### src/common/rcs_pkg.sv
// Constants and types shared by the reset and configuration sequencer.
package rcs_pkg;

   // ==========================================================
   // Widths and timing
   // ==========================================================
   localparam int unsigned CFG_W         = 16;
   localparam int unsigned CNT_W         = 32;
   localparam int unsigned WAIT_W        = 24;
   localparam int unsigned CLK_MHZ       = 100;
   localparam int unsigned PLL_LOCK_US   = 100;
   localparam int unsigned PLL_WAIT_CYC  = PLL_LOCK_US * CLK_MHZ;
   localparam int unsigned HRST_IN_MIN   = 32;
   localparam int unsigned HRST_OUT_CYC  = 32;
   localparam int unsigned CFG_SETUP_CYC = 4;
   localparam int unsigned CFG_HOLD_CYC  = 2;
   localparam int unsigned CFG_FLOAT_CYC = 5;
   localparam int unsigned POR_MIN_MS    = 1;
   localparam int unsigned TREF_MIN_PER  = 16;

   // ==========================================================
   // Reset values
   // ==========================================================
   localparam logic [CFG_W-1:0] CFG_RST = 16'h0000;
   localparam logic [CNT_W-1:0] CNT_RST = 32'h0000_0000;

   // ==========================================================
   // Sequencer states
   // ==========================================================
   typedef enum logic [4:0] {
      RCS_POR   = 5'b0_0001,
      RCS_PLL   = 5'b0_0010,
      RCS_HOLD  = 5'b0_0100,
      RCS_RUN   = 5'b0_1000,
      RCS_EXTHR = 5'b1_0000
   } rcs_state_t;

   typedef struct packed {
      logic             valid;
      logic [CFG_W-1:0] value;
   } rcs_cfg_t;

   typedef struct packed {
      logic             tick;
      logic [CNT_W-1:0] intrCtrlCount;
      logic [CNT_W-1:0] timeBase;
   } rcs_tref_t;

endpackage : rcs_pkg

### src/design/rcs_sync.sv
// Two-flop level synchroniser, parameterised in width.
`timescale 1ns/100ps
module rcs_sync #(
   parameter int unsigned W = 1
) (
   input  wire logic         clk_sys,
   input  wire logic         rst_n,
   input  wire logic         clkEn,
   input  wire logic [W-1:0] asyncIn,
   output logic      [W-1:0] syncOut
);
   // The first stage is read only by the second stage.
   logic [W-1:0] stage1;

   always_ff @(posedge clk_sys or negedge rst_n) begin
      if (!rst_n) begin
         stage1  <= '0;
         syncOut <= '0;
      end else if (clkEn) begin
         stage1  <= asyncIn;
         syncOut <= stage1;
      end
   end
endmodule : rcs_sync

### src/design/reset_config_sequencer.sv
// Power-on and hard reset sequencer with time-reference counters.
`timescale 1ns/100ps
module reset_config_sequencer #(
   parameter int unsigned PLL_WAIT = rcs_pkg::PLL_WAIT_CYC
) (
   input  wire logic                      clk_sys,
   input  wire logic                      rst_n,
   input  wire logic                      clkEn,
   input  wire logic                      power_on_reset_n,
   input  wire logic                      hardResetIn,
   output logic                           hardResetOut,
   output logic                           hardResetOe,
   input  wire logic [rcs_pkg::CFG_W-1:0] porConfigIn,
   output rcs_pkg::rcs_cfg_t              porConfig,
   input  wire logic                      pllLock,
   output logic                           pllStart,
   output logic                           pllResetN,
   output logic                           pllTimeout,
   input  wire logic                      timeRefIn,
   output rcs_pkg::rcs_tref_t             timeRef
);
   // ==========================================================
   // Input capture
   // ==========================================================
   // Reset pins are synchronous inputs; the time reference and the
   // lock indication come from other domains and are synchronised.
   logic                        porN;
   logic                        porNPrev;
   logic                        hrIn;
   logic [rcs_pkg::CFG_W-1:0]   cfgPrev;
   logic [1:0]                  syncd;
   logic                        trefPrev;
   logic                        trefSync;
   logic                        lockSync;

   rcs_sync #(.W(2)) uSync (
      .clk_sys (clk_sys),
      .rst_n   (rst_n),
      .clkEn   (clkEn),
      .asyncIn ({timeRefIn, pllLock}),
      .syncOut (syncd)
   );

   assign trefSync = syncd[1];
   assign lockSync = syncd[0];

   // Power-on reset reads as asserted out of reset, matching a board
   // that holds it low while supplies ramp.
   always_ff @(posedge clk_sys or negedge rst_n) begin
      if (!rst_n) begin
         porN     <= 1'b0;
         porNPrev <= 1'b0;
         hrIn     <= 1'b1;
         cfgPrev  <= rcs_pkg::CFG_RST;
      end else if (clkEn) begin
         porN     <= power_on_reset_n;
         porNPrev <= porN;
         hrIn     <= hardResetIn;
         cfgPrev  <= porConfigIn;
      end
   end

   // ==========================================================
   // Sequencer
   // ==========================================================
   rcs_pkg::rcs_state_t         state;
   rcs_pkg::rcs_state_t         next_state;
   logic [rcs_pkg::WAIT_W-1:0]  waitCnt;
   logic [5:0]                  lowCnt;
   logic                        porRise;
   logic                        waitDone;
   logic                        holdDone;
   logic                        extLong;

   localparam logic [rcs_pkg::WAIT_W-1:0] PLL_LAST =
      rcs_pkg::WAIT_W'(PLL_WAIT - 1);
   localparam logic [rcs_pkg::WAIT_W-1:0] HOLD_LAST =
      rcs_pkg::WAIT_W'(rcs_pkg::HRST_OUT_CYC - 1);
   localparam logic [5:0] EXT_LAST = 6'(rcs_pkg::HRST_IN_MIN - 1);

   assign porRise  = porN && !porNPrev;
   assign waitDone = (waitCnt == PLL_LAST);
   assign holdDone = (waitCnt == HOLD_LAST);
   assign extLong  = (lowCnt == EXT_LAST);

   always_comb begin
      next_state = state;
      unique case (state)
         rcs_pkg::RCS_POR: begin
            if (porRise) begin
               next_state = rcs_pkg::RCS_PLL;
            end
         end
         rcs_pkg::RCS_PLL: begin
            if (lockSync || waitDone) begin
               next_state = rcs_pkg::RCS_HOLD;
            end
         end
         rcs_pkg::RCS_HOLD: begin
            if (holdDone) begin
               next_state = rcs_pkg::RCS_RUN;
            end
         end
         rcs_pkg::RCS_RUN: begin
            if (!hrIn && extLong) begin
               next_state = rcs_pkg::RCS_EXTHR;
            end
         end
         rcs_pkg::RCS_EXTHR: begin
            if (hrIn) begin
               next_state = rcs_pkg::RCS_HOLD;
            end
         end
         default: begin
            next_state = rcs_pkg::RCS_POR;
         end
      endcase
      // Power-on reset overrides every other state.
      if (!porN) begin
         next_state = rcs_pkg::RCS_POR;
      end
   end

   always_ff @(posedge clk_sys or negedge rst_n) begin
      if (!rst_n) begin
         state <= rcs_pkg::RCS_POR;
      end else if (clkEn) begin
         state <= next_state;
      end
   end

   always_ff @(posedge clk_sys or negedge rst_n) begin
      if (!rst_n) begin
         waitCnt <= '0;
      end else if (clkEn) begin
         // Saturating at all ones rather than at the PLL limit lets the
         // hold count reach its end even when the PLL wait is shorter.
         if (next_state != state) begin
            waitCnt <= '0;
         end else if (waitCnt != '1) begin
            waitCnt <= waitCnt + 1'b1;
         end
      end
   end

   // Counts how long an outside agent keeps hard reset low; shorter
   // pulses are treated as glitches and ignored.
   always_ff @(posedge clk_sys or negedge rst_n) begin
      if (!rst_n) begin
         lowCnt <= '0;
      end else if (clkEn) begin
         if (hrIn || state != rcs_pkg::RCS_RUN) begin
            lowCnt <= '0;
         end else if (!extLong) begin
            lowCnt <= lowCnt + 1'b1;
         end
      end
   end

   // ==========================================================
   // Pin and PLL control
   // ==========================================================
   always_ff @(posedge clk_sys or negedge rst_n) begin
      if (!rst_n) begin
         hardResetOut <= 1'b0;
         hardResetOe  <= 1'b1;
         pllStart     <= 1'b0;
         pllResetN    <= 1'b0;
         pllTimeout   <= 1'b0;
      end else if (clkEn) begin
         hardResetOut <= 1'b0;
         hardResetOe  <= (next_state != rcs_pkg::RCS_RUN) &&
                         (next_state != rcs_pkg::RCS_EXTHR);
         pllStart     <= (next_state != rcs_pkg::RCS_POR);
         pllResetN    <= (next_state == rcs_pkg::RCS_HOLD) ||
                         (next_state == rcs_pkg::RCS_RUN) ||
                         (next_state == rcs_pkg::RCS_EXTHR);
         if (state == rcs_pkg::RCS_POR) begin
            pllTimeout <= 1'b0;
         end else if (state == rcs_pkg::RCS_PLL && waitDone && !lockSync) begin
            pllTimeout <= 1'b1;
         end
      end
   end

   // ==========================================================
   // Configuration capture
   // ==========================================================
   // Straps are sampled on the same clock that registers the rising edge: inside
   // the hold window and before drivers may float.
   always_ff @(posedge clk_sys or negedge rst_n) begin
      if (!rst_n) begin
         porConfig <= '{valid: 1'b0, value: rcs_pkg::CFG_RST};
      end else if (clkEn) begin
         if (!porN) begin
            porConfig.valid <= 1'b0;
         end else if (porRise) begin
            porConfig.value <= cfgPrev;
            porConfig.valid <= 1'b1;
         end
      end
   end

   // ==========================================================
   // Time reference
   // ==========================================================
   // A grounded input never rises, so both counters stay put.
   always_ff @(posedge clk_sys or negedge rst_n) begin
      if (!rst_n) begin
         trefPrev <= 1'b0;
         timeRef  <= '{tick: 1'b0, intrCtrlCount: rcs_pkg::CNT_RST,
                       timeBase: rcs_pkg::CNT_RST};
      end else if (clkEn) begin
         trefPrev     <= trefSync;
         timeRef.tick <= trefSync && !trefPrev;
         if (state != rcs_pkg::RCS_RUN) begin
            timeRef.intrCtrlCount <= rcs_pkg::CNT_RST;
            timeRef.timeBase      <= rcs_pkg::CNT_RST;
         end else if (trefSync && !trefPrev) begin
            timeRef.intrCtrlCount <= timeRef.intrCtrlCount + 1'b1;
            timeRef.timeBase      <= timeRef.timeBase + 1'b1;
         end
      end
   end

endmodule : reset_config_sequencer

### config.mk
export PLATFORM = sky130hd
export DESIGN_NAME = reset_config_sequencer
export DESIGN_NICKNAME = d
export VERILOG_FILES = /design/src/common/rcs_pkg.sv /design/src/design/rcs_sync.sv /design/src/design/reset_config_sequencer.sv
export SDC_FILE = /design/constraint.sdc
export NUM_CORES = 1
export LEC_CHECK = 0
export ABC_AREA = 1
export BUFFER_PORTS_ARGS = -buffer_cell sky130_fd_sc_hd__clkbuf_2
export CELL_PAD_IN_SITES_DETAIL_PLACEMENT = 0
export CELL_PAD_IN_SITES_GLOBAL_PLACEMENT = 1
export CORE_MARGIN = 4
export CORE_UTILIZATION = 42
export DETAILED_ROUTE_END_ITERATION = 16
export GPL_ROUTABILITY_DRIVEN = 0
export MAX_ROUTING_LAYER = met4
export PLACE_DENSITY_LB_ADDON = 0.1
export SLEW_MARGIN = 20
export SYNTH_ARGS = -nofsm -noshare
export SYNTH_HDL_FRONTEND = slang
export SYNTH_SLANG_ARGS = --single-unit
export TNS_END_PERCENT = 5
### constraint.sdc
create_clock -name clk_sys -period 2.22 [get_ports clk_sys]
set_input_delay 0.333 -clock clk_sys [delete_from_list [all_inputs] [get_ports clk_sys]]
set_output_delay 0.333 -clock clk_sys [all_outputs]
set_load 0.1 [all_outputs]
# Word-level counts from Yosys, hierarchy flattened
# Index checks and enable logic that the tools add are counted.
# totals
in_bits	23
out_inout_bits	87
word_cells	82
ff_bits	145
# classes
n_addsub	4
n_mux	17
n_eq_ne	19
reduce_logical	23
# ops
op	n
64-bit 2-to-1 mux	2
32-bit by 1-bit adder with 32-bit output, second input constant	2
24-bit 2-to-1 mux	2
5-bit 2-to-1 mux	6
5-bit case mux with 5 select lines	1
24-bit by 1-bit adder with 24-bit output, second input constant	1
24-bit by 14-bit equality test with 1-bit output, second input constant	1
24-bit by 5-bit equality test with 1-bit output, second input constant	1
24-bit inequality test, second input constant	1
17-bit 2-to-1 mux	1
6-bit 2-to-1 mux	2
5-bit by 3-bit equality test with 1-bit output, second input constant	2
5-bit by 4-bit equality test with 1-bit output, second input constant	2
5-bit equality test, second input constant	2
5-bit by 4-bit inequality test with 1-bit output, second input constant	2
2-bit AND reduction	5
6-bit by 1-bit adder with 6-bit output, second input constant	1
6-bit by 5-bit equality test with 1-bit output, second input constant	1
1-bit logical AND	6
2-bit nonzero test	3
5-bit by 1-bit equality test with 1-bit output, second input constant	1
5-bit by 2-bit equality test with 1-bit output, second input constant	1
5-bit by 1-bit inequality test with 1-bit output, second input constant	1
5-bit inequality test	1
other kinds (6)	15

# Longest topological paths before layout
# Gate-level depths: netlist (run 1).
# depth
ltp_word	8
ltp_mapped	16

# By module
# Synthesis (run 1) repeated with hierarchy kept, for this count alone.
# unflattened
cells_unflattened	1051
hier_area_um2	7828.8
# modules_own_cells
module	seq_area_each_um2	area_each_um2	n_inst	cells_per_inst
reset_config_sequencer	3532.1	7679.9	1	1034
rcs_sync	100.1	148.9	1	17

# Worst setup path before layout (run 1)
# Ideal clock, no wire load.
# synth_timing
path_kind	reg2reg
from	reg timeRef[33] (netlist name)
to	reg timeRef[62] (netlist name)
path_slack_ns	-0.331
path_stages_with_launch	10
setup_time_ns	0.132
t_required_ns	2.088
arrival_ns	2.419
cell_sequence	dfrtp_1 ha_1 nand3_1 nor4_1 nand2_1 nor2_1 nand2_1 nor3_1 xnor2_1 nor2_1
# synth_between
elab_chain_cells	3
# synth_lines
element	line	text
start, declared	reset_config_sequencer.sv:20	output rcs_pkg::rcs_tref_t timeRef
start signal, assigned	reset_config_sequencer.sv:211	timeRef <= '{tick: 1'b0, intrCtrlCount: rcs_pkg::CNT_RST,
32-bit by 1-bit adder with 32-bit output	reset_config_sequencer.sv:220	timeRef.intrCtrlCount <= timeRef.intrCtrlCount + 1'b1;
64-bit 2-to-1 mux	reset_config_sequencer.sv:219	end else if (trefSync && !trefPrev) begin
64-bit 2-to-1 mux	reset_config_sequencer.sv:216	if (state != rcs_pkg::RCS_RUN) begin
# No other way between the ends. The select of a mux whose other input is x is not followed.
# A chain may end at the register's enable or synchronous reset.

# Final worst setup path (run 1)
# layout_timing
from	reg waitCnt[1] (netlist name)
to	reg waitCnt[5] (netlist name)
# layout_between
elab_chain_cells	8
elab_cells_between_ends	14
classes_between	add/sub: 1; eq/ne: 4; mux: 6; reduce/logical: 3
# layout_lines
element	line	text
start, declared	reset_config_sequencer.sv:68	logic [rcs_pkg::WAIT_W-1:0] waitCnt;
start signal, assigned	reset_config_sequencer.sv:141	waitCnt <= waitCnt + 1'b1;
24-bit by 14-bit equality test with 1-bit output	reset_config_sequencer.sv:82	assign waitDone = (waitCnt == PLL_LAST);
1-bit logical OR	reset_config_sequencer.sv:95	if (lockSync || waitDone) begin
5-bit 2-to-1 mux	reset_config_sequencer.sv:95	
5-bit case mux with 5 select lines	reset_config_sequencer.sv:88	unique case (state)
5-bit 2-to-1 mux	reset_config_sequencer.sv:119	if (!porN) begin
5-bit inequality test	reset_config_sequencer.sv:138	if (next_state != state) begin
2-bit nonzero test (no line)	-	
2-bit AND reduction (no line)	-	
# Several ways; a longest one is shown, not always the timed one. The select of a mux whose other input is x is not followed.

==> results of run 1 <==
## logic make-up after synthesis
family,count (synthesis)
buffers and inverters,166
other,1
AND/OR/NAND/NOR,562
AO/OA/AOI/OAI,110
adder cells (fa/ha/maj),4
flip-flops,145
XOR/XNOR,40
## sequential cells by signal (all words and copies together), names as in the netlist
register and cells:
porNPrev 1, uSync.stage1 2, cfgPrev 16, timeRef 65, hrIn 1, lowCnt 6, hardResetOe 1, state 5
trefPrev 1, porN 1, pllStart 1, waitCnt 24, uSync.syncOut 2, porConfig 17, pllResetN 1, pllTimeout 1
## worst max-delay path: cells and delay by family, from the launching register on
kind	cells	cell delay [ns]
DFF	1	0.42
adders and majority gates	1	0.18
and+or+nand+nor	11	1.13
buffers and inverters	4	0.41
## Yosys cell counts
cell	n
nand2_1	258
dfrtp_1	142
inv_1	126
nor2_1	112
o21ai_0	62
nand3_1	56
nand4_1	52
nor3_1	41
xor2_1	32
a21oi_1	28
clkbuf_1	15
nor4_1	12
buf_2	8
nor2_2	8
xnor2_1	8
nand2_2	7
inv_2	6
o31ai_1	6
nor2_4	5
buf_6	4
ha_1	4
o21a_1	4
a211oi_1	3
buf_4	3
clkinv_1	3
dfstp_2	3
nor4_2	3
a31oi_1	2
nand2_4	2
nor3b_1	2
o22ai_1	2
a221oi_1	1
a2bb2oi_1	1
buf_1	1
conb_1	1
nand3_2	1
nand3_4	1
nor3_2	1
o211a_1	1
or2_2	1
## metrics by stage
| stage | total power, mW | hold slack (ns) |
|---|---|---|
| floorplan | 3.950 | 0.03741 |
| global placement | 4.270 | 0.3085 |
| detailed placement | 4.275 | 0.3089 |
| CTS | 7.223 | 0.08456 |
| global route | 7.640 | 0.09628 |
| finish | 7.314 | 0.1070 |
## worst min-delay path by stage
| stage | start | end |
|---|---|---|
| final | porConfigIn[13] | cfgPrev[13]$_DFFE_PN0P_ |
| after global routing | porConfigIn[14] | cfgPrev[14]$_DFFE_PN0P_ |
| after CTS | porConfigIn[13] | cfgPrev[13]$_DFFE_PN0P_ |
| after detailed placement | rst_n | timeRef[52]$_DFFE_PN0P_ |
| after global placement | rst_n | timeRef[52]$_DFFE_PN0P_ |
| after floorplan | rst_n | cfgPrev[0]$_DFFE_PN0P_ |
## layer usage
metal  vias up  part of all wire (%)  global-route usage [%]
li1       3654                     -                       -
met1      3307                    48                   27.32
met2       129                    47                   32.09
met3        16                   3.9                   4.732
met4         0                   1.2                   5.204
met5         -                     0                       -
## where the power goes
group / total, mW / leakage (nW) / switching [mW] / internal, mW
Sequential: 2.91 / 1.93 / 0.107 / 2.80
Clock: 2.92 / 0.286 / 1.31 / 1.60
Combinational: 1.49 / 2.61 / 1.14 / 0.357
## layout make-up
cell class	count	area, um^2
tap	229	286.5
sequential	145	3650
inverter	135	506.7
fill	1768	8205
multi-input combinational	717	3716
clock inverter	15	167.7
timing repair buffer	173	1190
clock buffer	17	425.4
## what timing repair did
action,CTS,global route
buffers inserted,0,12
gates resized for setup,0,46
hold buffers,1,0
endpoints found under the setup margin,0,30
hold endpoints to repair,43,0
==> results.md, run 1 <==
* Max-slew violation count at 0
* Clk sink count at 145
* Residual DRC at 0
* R2r worst-path depth at 16
* Final wirelength at 20.63 mm
* Clock Skews at 0.01137 ns
* Final hold vios at 0
* Number of port buffers at 108
* Routed length per instance at 14.41 um
* Vias in the first global route at 6,749
* Adder-cell share of the synthesized area at 0.6371%
* RR Endpoint: waitCnt[5]$_DFFE_PN0P_
* Nets at 1,216
* Sequential element share of the synthesized area at 46.24%
* First-pass GRT wire length at 33.71 mm
* RSZ-0062 raised after global routing: yes
* Commonest non-fill, non-tap cell in the layout: nand2_1
* R2R Setup Slk at 0.02 ns
* Worst setup SP type: flop
* Max FO, Critical Path at 6
* Worst Setup Path Type: reg -> reg
* Initial antenna violation count at 0
* Mapped cell area at 0.007855 mm^2
* Cells along the critical path: ha_4, nand2_2, inv_2, nand3_4, nor2_4, inv_2, nor2_4, nand2_2, inv_2, nand4_1, nor2_2, nand4_1, nand2_4, clkbuf_16, nand2_1, nand2_1
* Final setup viols at 0
* Yosys top cell area share at 45.24%
* Number of synthesized register bits at 145
* Post-Syn Nets at 1,055
* Largest net degree at the start of global routing at 51
* CP Launch Point: waitCnt[1]$_DFFE_PN0P_
* Die Span Y at 144.8 um
* Post-Syn Instances at 1,028
* Compound-gate portion of the synthesized area at 7.646%
* Layout cell share with drive strength beyond 1 at 23.54%
* Final non-filler cell total at 1,431
* Synth cell types at 40
* Worst slack, placed at 0.04973 ns
* Syn_area_per_cell at 7.641 um^2
* Slowest stage cell on the critical path: dfrtp_1
* Placed cell areas at 0.008955 mm^2
* Gr ovfl total at 0
* Clock buffer depth at 2
* Routed Antenna Nets at 0
* Minimum clock period at 2.195 ns
* Slowest stage delay, CP at 0.42 ns
* Synth Warn # at 0
* Largest family of logic cells by synthesized area: simple AND/OR/NAND/NOR gates
* Max cap viols at 0
* Max Fclk at 455.5 MHz
* Worst slew pin tran at 0.5847 ns
* Placed Cells at 1,380
* RR Startpoint: waitCnt[1]$_DFFE_PN0P_
* Pre-antenna DRT Iters at 5
* Die Span X at 144.8 um
* Worst min path class: in -> reg
* Diode count at 0
* Initial Utilization at 43.28%
* Post-synthesis mux area share at 0%
* Hpwl dp at 14.38 mm
* Status: complete, no violations
* Total negative slack at 0 ns
* CTS tree: yes
* Die ar. at 0.02095 mm^2
* Crit. End Element: flop
* Rows at 49
* Worst setup slack after layout at 0.02471 ns
* Overall Global Routing Usage at 20.60%
* Req. time, crit path at 2.58 ns
* Starting DRT DRC Count at 433
* CP endpoint: waitCnt[5]$_DFFE_PN0P_
* Final Core Density at 54.78%
* Final Cell Area at 0.009942 mm^2
* Post-synth top area cell: dfrtp_1
* Pwr Density at 735.7 mW/mm^2
* Core area at 0.01815 mm^2
* Dominant cells by area after synthesis: dfrtp_1 45%, nand2_1 12%, inv_1 6.0%
* Vias per cell at 4.966
* CTS Buf Count at 17
* Clk_lat worst skew at 0.43 ns
* Leakage at 4.821 nW
* Post-Synth Simple-Gate Area at 32.38%
* Critical Path Most Common Cell: inv_2
* Post-synthesis xor/xnor area fraction at 4.460%
* Most frequent cells in the layout: 249 x nand2_1, 128 x dfrtp_1, 122 x inv_1
* Syn-to-layout area delta at 26.57%
* Clk pin slew, worst setup/hold paths at 0.07 ns
* Vias at 7,106
* Worst VDD drop at 670.2 uV
* Slew HR at 60.66%
* Clock Tree Root: clkbuf_16
* Hold depth at 3
* Fin crit share at 98.89%
* Arrival time worst endpoint at 2.56 ns
* H-tree depth at 4
* IO Count at 110
No activity file was read; power rests on OpenSTA's default activity.
==> run 2, diff against run 1 <==
--- a/config.mk
+++ b/config.mk
@@ -5,12 +5,12 @@
 export SDC_FILE = /design/constraint.sdc
 export NUM_CORES = 1
 export LEC_CHECK = 0
-export ABC_AREA = 1
+export ABC_AREA = 0
 export BUFFER_PORTS_ARGS = -buffer_cell sky130_fd_sc_hd__clkbuf_2
 export CELL_PAD_IN_SITES_DETAIL_PLACEMENT = 0
 export CELL_PAD_IN_SITES_GLOBAL_PLACEMENT = 1
 export CORE_MARGIN = 4
-export CORE_UTILIZATION = 42
+export CORE_UTILIZATION = 44
 export DETAILED_ROUTE_END_ITERATION = 16
 export GPL_ROUTABILITY_DRIVEN = 0
 export MAX_ROUTING_LAYER = met4
==> run 2 against run 1 <==
  * Count of clock-buffer cells in the layout up 1
  * Clock power about the same
  * Die area down 12%
  * Highest routed layer unchanged
  * Critical path depth down 6
  * The flow now finishes with violations (negative setup slack)
  * Global-route usage down 0.33 points
==> results.md, run 2 <==
* Most frequently used flop master after synthesis: dfrtp_1
* FF+latch area at 0.003724 mm^2
* RSZ-0062 raised after global routing: yes
* Initial antenna violation count at 0
* RR Endpoint: waitCnt[4]$_DFFE_PN0P_
* Mapped cell area at 0.007172 mm^2
* Number of port buffers at 108
* Yosys top cell area share at 49.55%
* CP endpoint: waitCnt[4]$_DFFE_PN0P_
* Pwr Density at 871.9 mW/mm^2
* Diode count at 0
* Minimum clock period at 2.275 ns
* Fin crit share at 102.5%
* Residual DRC at 0
* Vias per cell at 5.355
* Core area at 0.01594 mm^2
* Number of synthesized flops with an enable pin at 0
* Worst slack, placed at -0.1245 ns
* Vias at 5,874
* Largest net degree at the start of global routing at 61
* Violated checks: negative setup slack
* Worst slew pin tran at 0.6448 ns
* Starting DRT DRC Count at 268
* Die Span Y at 135.7 um
* Die ar. at 0.01841 mm^2
* Routed length per instance at 16.26 um
* Hpwl dp at 12.37 mm
* Clk_lat worst skew at 0.42 ns
* First-pass GRT wire length at 29.28 mm
* Clock buffer depth at 2
* Syn_area_per_cell at 10.29 um^2
* Rows at 46
* Final hold vios at 0
* Final setup viols at 10
* Synth cell count leaders: 142 x dfrtp_1, 93 x nor2_1, 54 x nand2_1, 54 x xor2_1, 43 x nand3_1
* CTS tree: yes
* Die Span X at 135.7 um
* Clk sink count at 145
* Largest registers: timeRef (65), waitCnt (24), porConfig (17)
* RR Startpoint: waitCnt[9]$_DFFE_PN0P_
* CP Launch Point: waitCnt[9]$_DFFE_PN0P_
* Post-Syn Instances at 697
* Arrival time worst endpoint at 2.56 ns
* Sequential element share of the synthesized area at 50.65%
* Layout cell share with drive strength beyond 1 at 40.18%
* R2R Setup Slk at -0.05 ns
* Max Fclk at 439.6 MHz
* Req. time, crit path at 2.51 ns
* Worst min path class: in -> reg
* Leakage at 4.171 nW
* Crit. End Element: flop
* Nets at 895
* Max cap viols at 0
* Clk pin slew, worst setup/hold paths at 0.06 ns
* IO Count at 110
* Number of synthesized register bits at 145
* Synth cell types at 66
* Asr flop ratio synth at 100.0%
* Status: finished with violations
* Worst setup SP type: flop
* R2r worst-path depth at 10
* CTS Buf Count at 17
* Pre-antenna DRT Iters at 4
* Synth Warn # at 0
* Routed Antenna Nets at 0
* Largest register FFs at 65
* Final non-filler cell total at 1,097
* Max FO, Critical Path at 7
* Initial Utilization at 44.99%
* Max-slew violation count at 0
* Worst setup slack after layout at -0.05466 ns
* Most common cell in the synthesized netlist: dfrtp_1
* Biggest register: timeRef
* Commonest non-fill, non-tap cell in the layout: clkbuf_2
* Worst Setup Path Type: reg -> reg
* Placed Cells at 1,061
* Dominant cells by area after synthesis: dfrtp_1 50%, xor2_1 6.6%, mux2_2 6.1%
* Gr ovfl total at 0
* Syn-to-layout area delta at 31.28%
* Slew HR at 57.01%
* Multi-input gate area at 0.003580 mm^2
* Filler cells at 1,409
* Clock Tree Root: clkbuf_16
* Worst VDD drop at 901.6 uV
* Overall Global Routing Usage at 20.27%
* Final wirelength at 17.84 mm
* Post-synth top area cell: dfrtp_1
* Post-Syn Nets at 724
* Clock Skews at 0.008828 ns
* Total power at 8.209 mW
* H-tree depth at 4
* Most frequent cells in the layout: 107 x clkbuf_2, 97 x dfrtp_1, 89 x nor2_1
* Vias in the first global route at 5,947
## run 2: cell types whose count changed after synthesis, sizes merged, moves of 8 or more
| cell | delta |
|---|---|
| nand2 | -211 |
| inv | -116 |
| o21ai | -44 |
| mux2 | +39 |
| nor2 | -31 |
| nor3 | -30 |
| nand4 | -22 |
| xor2 | +22 |
| nand3 | -14 |
| and3 | +13 |
| a31oi | +11 |
| and4 | +11 |
| a21oi | -9 |
| o22ai | +8 |
## run 2: critical path, stage by stage, from the launching register on
cell	delay [ns]
dfrtp_1	0.40
or4_4	0.54
nor3_4	0.14
buf_4	0.14
buf_4	0.12
nand4bb_4	0.12
nand3_2	0.10
a21oi_4	0.08
buf_12	0.17
a31oi_1	0.21
o22ai_1	0.13
## run 2: layer usage
metal,share of wire (%),track usage (%)
met3,3.9,3.566
met2,50,33.35
met4,1.2,6.327
met5,0,-
met1,45,25.68
## run 2: cells by family (layout without fill, tap and decap cells)
kind of cell / count (synthesis) / after routing / synth area share [%]
AO/OA/AOI/OAI: 95 / 95 / 9.334
XOR/XNOR: 62 / 62 / 7.572
adder cells (fa/ha/maj): 4 / 4 / 0.6979
buffers and inverters: 44 / 227 / 2.739
flip-flops: 145 / 145 / 50.65
multiplexers: 45 / 45 / 6.961
other: 1 / 1 / 0.05229
AND/OR/NAND/NOR: 301 / 302 / 22.00
## run 2: final cells by class
| type | instances | share of cell area (%) |
|---|---|---|
| Tap cell | 216 | 2.870 |
| Sequential cell | 145 | 39.55 |
| Multi-Input combinational cell | 509 | 38.02 |
| Clock inverter | 14 | 1.794 |
| Inverter | 16 | 0.6379 |
| Clock buffer | 18 | 4.664 |
| Timing Repair Buffer | 179 | 12.47 |
## run 2: worst min-delay path by stage
stage | slack [ns] | to | start | depth (start not counted)
4_1_cts | 0.11 | porN$_DFFE_PN0P_ | power_on_reset_n | 3
3_5_place_dp | 0.30 | timeRef[59]$_DFFE_PN0P_ | rst_n | 1
3_3_place_gp | 0.30 | timeRef[59]$_DFFE_PN0P_ | rst_n | 1
6_report | 0.13 | porN$_DFFE_PN0P_ | power_on_reset_n | 3
5_1_grt | 0.13 | porN$_DFFE_PN0P_ | power_on_reset_n | 3
2_1_floorplan | 0.04 | cfgPrev[0]$_DFFE_PN0P_ | rst_n | 0
## run 2: through the flow
stage               hold WS, ns  TNS [ns]  utilization (%)  cell area, um^2
global placement         0.2965   -0.5876            53.54             8536
CTS                      0.1118  -0.04715            57.80             9215
detailed placement       0.3006    -1.285            53.54             8536
global route             0.1305    -2.047            59.06             9415
finish                   0.1286   -0.1633            59.06             9415
floorplan               0.03741  -0.06898                -             7271
## run 2: where the power goes
group,switching [mW],internal [mW],total [mW]
Combinational,1.54,0.678,2.22
Sequential,0.176,2.88,3.05
Clock,1.21,1.72,2.93
## run 2: repair_timing
| action | 4_1_cts | 5_1_grt |
|---|---|---|
| endpoints found under the setup margin | 24 | 35 |
| cloned | 1 | 1 |
| pin swaps | 1 | 16 |
| hold buffers | 1 | 0 |
| gates resized for setup | 10 | 35 |
| endpoints found under the hold margin | 44 | 0 |
| buffers inserted | 0 | 1 |
==> run 3, diff against run 2 <==
--- a/config.mk
+++ b/config.mk
@@ -15,6 +15,7 @@
 export GPL_ROUTABILITY_DRIVEN = 0
 export MAX_ROUTING_LAYER = met4
 export PLACE_DENSITY_LB_ADDON = 0.1
+export SETUP_SLACK_MARGIN = 0.4
 export SLEW_MARGIN = 20
 export SYNTH_ARGS = -nofsm -noshare
 export SYNTH_HDL_FRONTEND = slang
==> run 3 against run 2 <==
  * The run still ends with negative setup slack left
  * Count of clock-buffer cells in the layout grew 3
  * Power grew 3.0%
  * Clock power is essentially flat
  * Non-clock buffer count grew 36
  * Register-to-register slack lost 0.02 ns
  * Wire length grew 6.9%
  * Sequential share of layout area shrank 2.2 points
  * Combinational power grew 12%
  * Largest cell class is now multi-input combinational cells
==> results.md, run 3 (same netlist as run 2, synthesis figures left out) <==
* Final hold vios at 0
* Req. time, crit path at 2.52 ns
* Die ar. at 0.01841 mm^2
* Rows at 46
* Metal-1 WL at 8.396 mm
* Biggest register: timeRef
* Slowest stage cell on the critical path: or4_4
* Nets at 933
* Initial Utilization at 44.99%
* Max-slew violation count at 0
* Met2 WL post-DR at 9.448 mm
* Clk pin slew, worst setup/hold paths at 0.06 ns
* Total power at 8.456 mW
* Number of port buffers at 108
* Vias per cell at 5.452
* First-pass GRT wire length at 30.51 mm
* Worst Setup Path Type: reg -> reg
* Cells along the critical path: or4_4, nor3_4, buf_6, nand4bb_4, nand3_4, a21oi_4, buf_12, buf_6, a31oi_1, o22ai_1
* Largest registers: timeRef (65), waitCnt (24), porConfig (17)
* Most frequent cells in the layout: 107 x clkbuf_2, 89 x dfrtp_1, 87 x buf_4
* Max FO, Critical Path at 6
* DR WL met3 at 745 um
* Slowest stage delay, CP at 0.56 ns
* Vias at 6,188
* IO Count at 110
* Clock buffer depth at 2
* Critical Path Most Common Cell: buf_6
* Worst VDD drop at 690.3 uV
* Layout cell share with drive strength beyond 1 at 48.75%
* RSZ-0062 raised after global routing: yes
* Minimum clock period at 2.293 ns
* Final setup viols at 12
* Pwr Density at 840.9 mW/mm^2
* Largest net degree at the start of global routing at 57
* Routed length per instance at 16.79 um
* Routed Antenna Nets at 0
* Clock Tree Root: clkbuf_16
* Starting DRT DRC Count at 440
* Initial antenna violation count at 0
* Fin crit share at 103.3%
* Max Fclk at 436.2 MHz
* Clk sink count at 145
* Crit. End Element: flop
* Worst slack, placed at -0.2145 ns
* Commonest non-fill, non-tap cell in the layout: clkbuf_2
* Die Span Y at 135.7 um
* Worst min path class: in -> reg
* Overall Global Routing Usage at 21.26%
* Worst setup SP type: flop
* Clock Skews at 0.006432 ns
* Arrival time worst endpoint at 2.59 ns
* Diode count at 0
* Leakage at 4.344 nW
* Worst slew pin tran at 0.7795 ns
* Die Span X at 135.7 um
* Gr ovfl total at 0
* Status: finished with violations
* Syn-to-layout area delta at 40.21%
* Top Layer Used: met4
* CTS Buf Count at 17
* Hpwl dp at 12.74 mm
* Residual DRC at 0
* Clk_lat worst skew at 0.42 ns
* Vias in the first global route at 6,152
* Worst setup slack after layout at -0.07261 ns
* Filler cells at 1,299
* Violated checks: negative setup slack
* CTS tree: yes
* H-tree depth at 4
* Largest register FFs at 65
* Final wirelength at 19.06 mm
* Pre-antenna DRT Iters at 4
* Slew HR at 47.92%
* Core area at 0.01594 mm^2
* Max cap viols at 0
-- run 3: cell count changes in the layout (fill, tap and decap cells not counted), moves of 6 or more --
cell,previous run,this run
buf_4,61,87
dfrtp_1,97,89
nor2_1,89,73
buf_6,4,17
nor2_2,3,13
nand2_1,54,48
dfrtp_4,14,21
nor2_4,1,8
-- run 3: per-layer routing --
metal	up-vias	global-route usage (%)
met5	-	-
met3	33	3.789
li1	2923	-
met4	0	8.119
met1	3078	27.10
met2	154	34.02
-- run 3: final timing paths --
check	start	endpoint	slack [ns]	depth (start not counted)
max	waitCnt[8]$_DFFE_PN0P_	waitCnt[5]$_DFFE_PN0P_	-0.07	10
min	porConfigIn[11]	cfgPrev[11]$_DFFE_PN0P_	0.14	2
max reg2reg	waitCnt[8]$_DFFE_PN0P_	waitCnt[5]$_DFFE_PN0P_	-0.07	10
min reg2reg	cfgPrev[4]$_DFFE_PN0P_	cfgPrev[4]$_DFFE_PN0P_	0.50	1
max in group asynchronous	rst_n	hardResetOe$_DFFE_PN1P_	1.03	3
min in group asynchronous	rst_n	timeRef[56]$_DFFE_PN0P_	0.45	2
-- run 3: layout make-up --
class | instances | area, um^2 | share of cell area [%]
Timing Repair Buffer | 215 | 1450 | 14.42
Tap cell | 216 | 270.3 | 2.688
Clock buffer | 21 | 480.5 | 4.778
Inverter | 16 | 60.06 | 0.5972
Sequential cell | 145 | 3751 | 37.30
Clock inverter | 11 | 127.6 | 1.269
Multi-Input combinational cell | 511 | 3916 | 38.94
-- run 3: per-stage QoR --
step / instance area, um^2 / util (%) / TNS [ns] / hold WS (ns) / cells
after global placement: 8661 / 54.32 / -1.333 / 0.3345 / 1068
after detailed placement: 8661 / 54.32 / -3.183 / 0.3414 / 1068
after floorplan: 7395 / - / 0 / 0.03741 / 697
final: 10060 / 63.07 / -0.4144 / 0.1398 / 1135
after CTS: 9766 / 61.25 / -0.006154 / 0.1219 / 1123
after global routing: 10060 / 63.07 / -2.242 / 0.1290 / 1135
-- run 3: power by group --
group          internal [mW]  switching [mW]  leakage (nW)
clock network           1.78            1.15         0.292
logic                  0.842            1.65          2.23
registers               2.88           0.157          1.82
-- run 3: worst max-delay path: cells and delay by family, from the launching register on --
kind                   cells  cell delay [ns]
buffers and inverters      3             0.43
DFF                        1             0.38
AOI/OAI and AO/OA          3             0.31
and+or+nand+nor            4             1.04
-- run 3: what timing repair did --
action                                  in CTS  in global routing
pin swaps                                   97                 61
hold buffers                                 1                  0
endpoints found under the setup margin      91                 97
buffers inserted                            19                 12
gates cloned                                 3                  0
resized for setup                           81                 37
endpoints found under the hold margin       50                  0
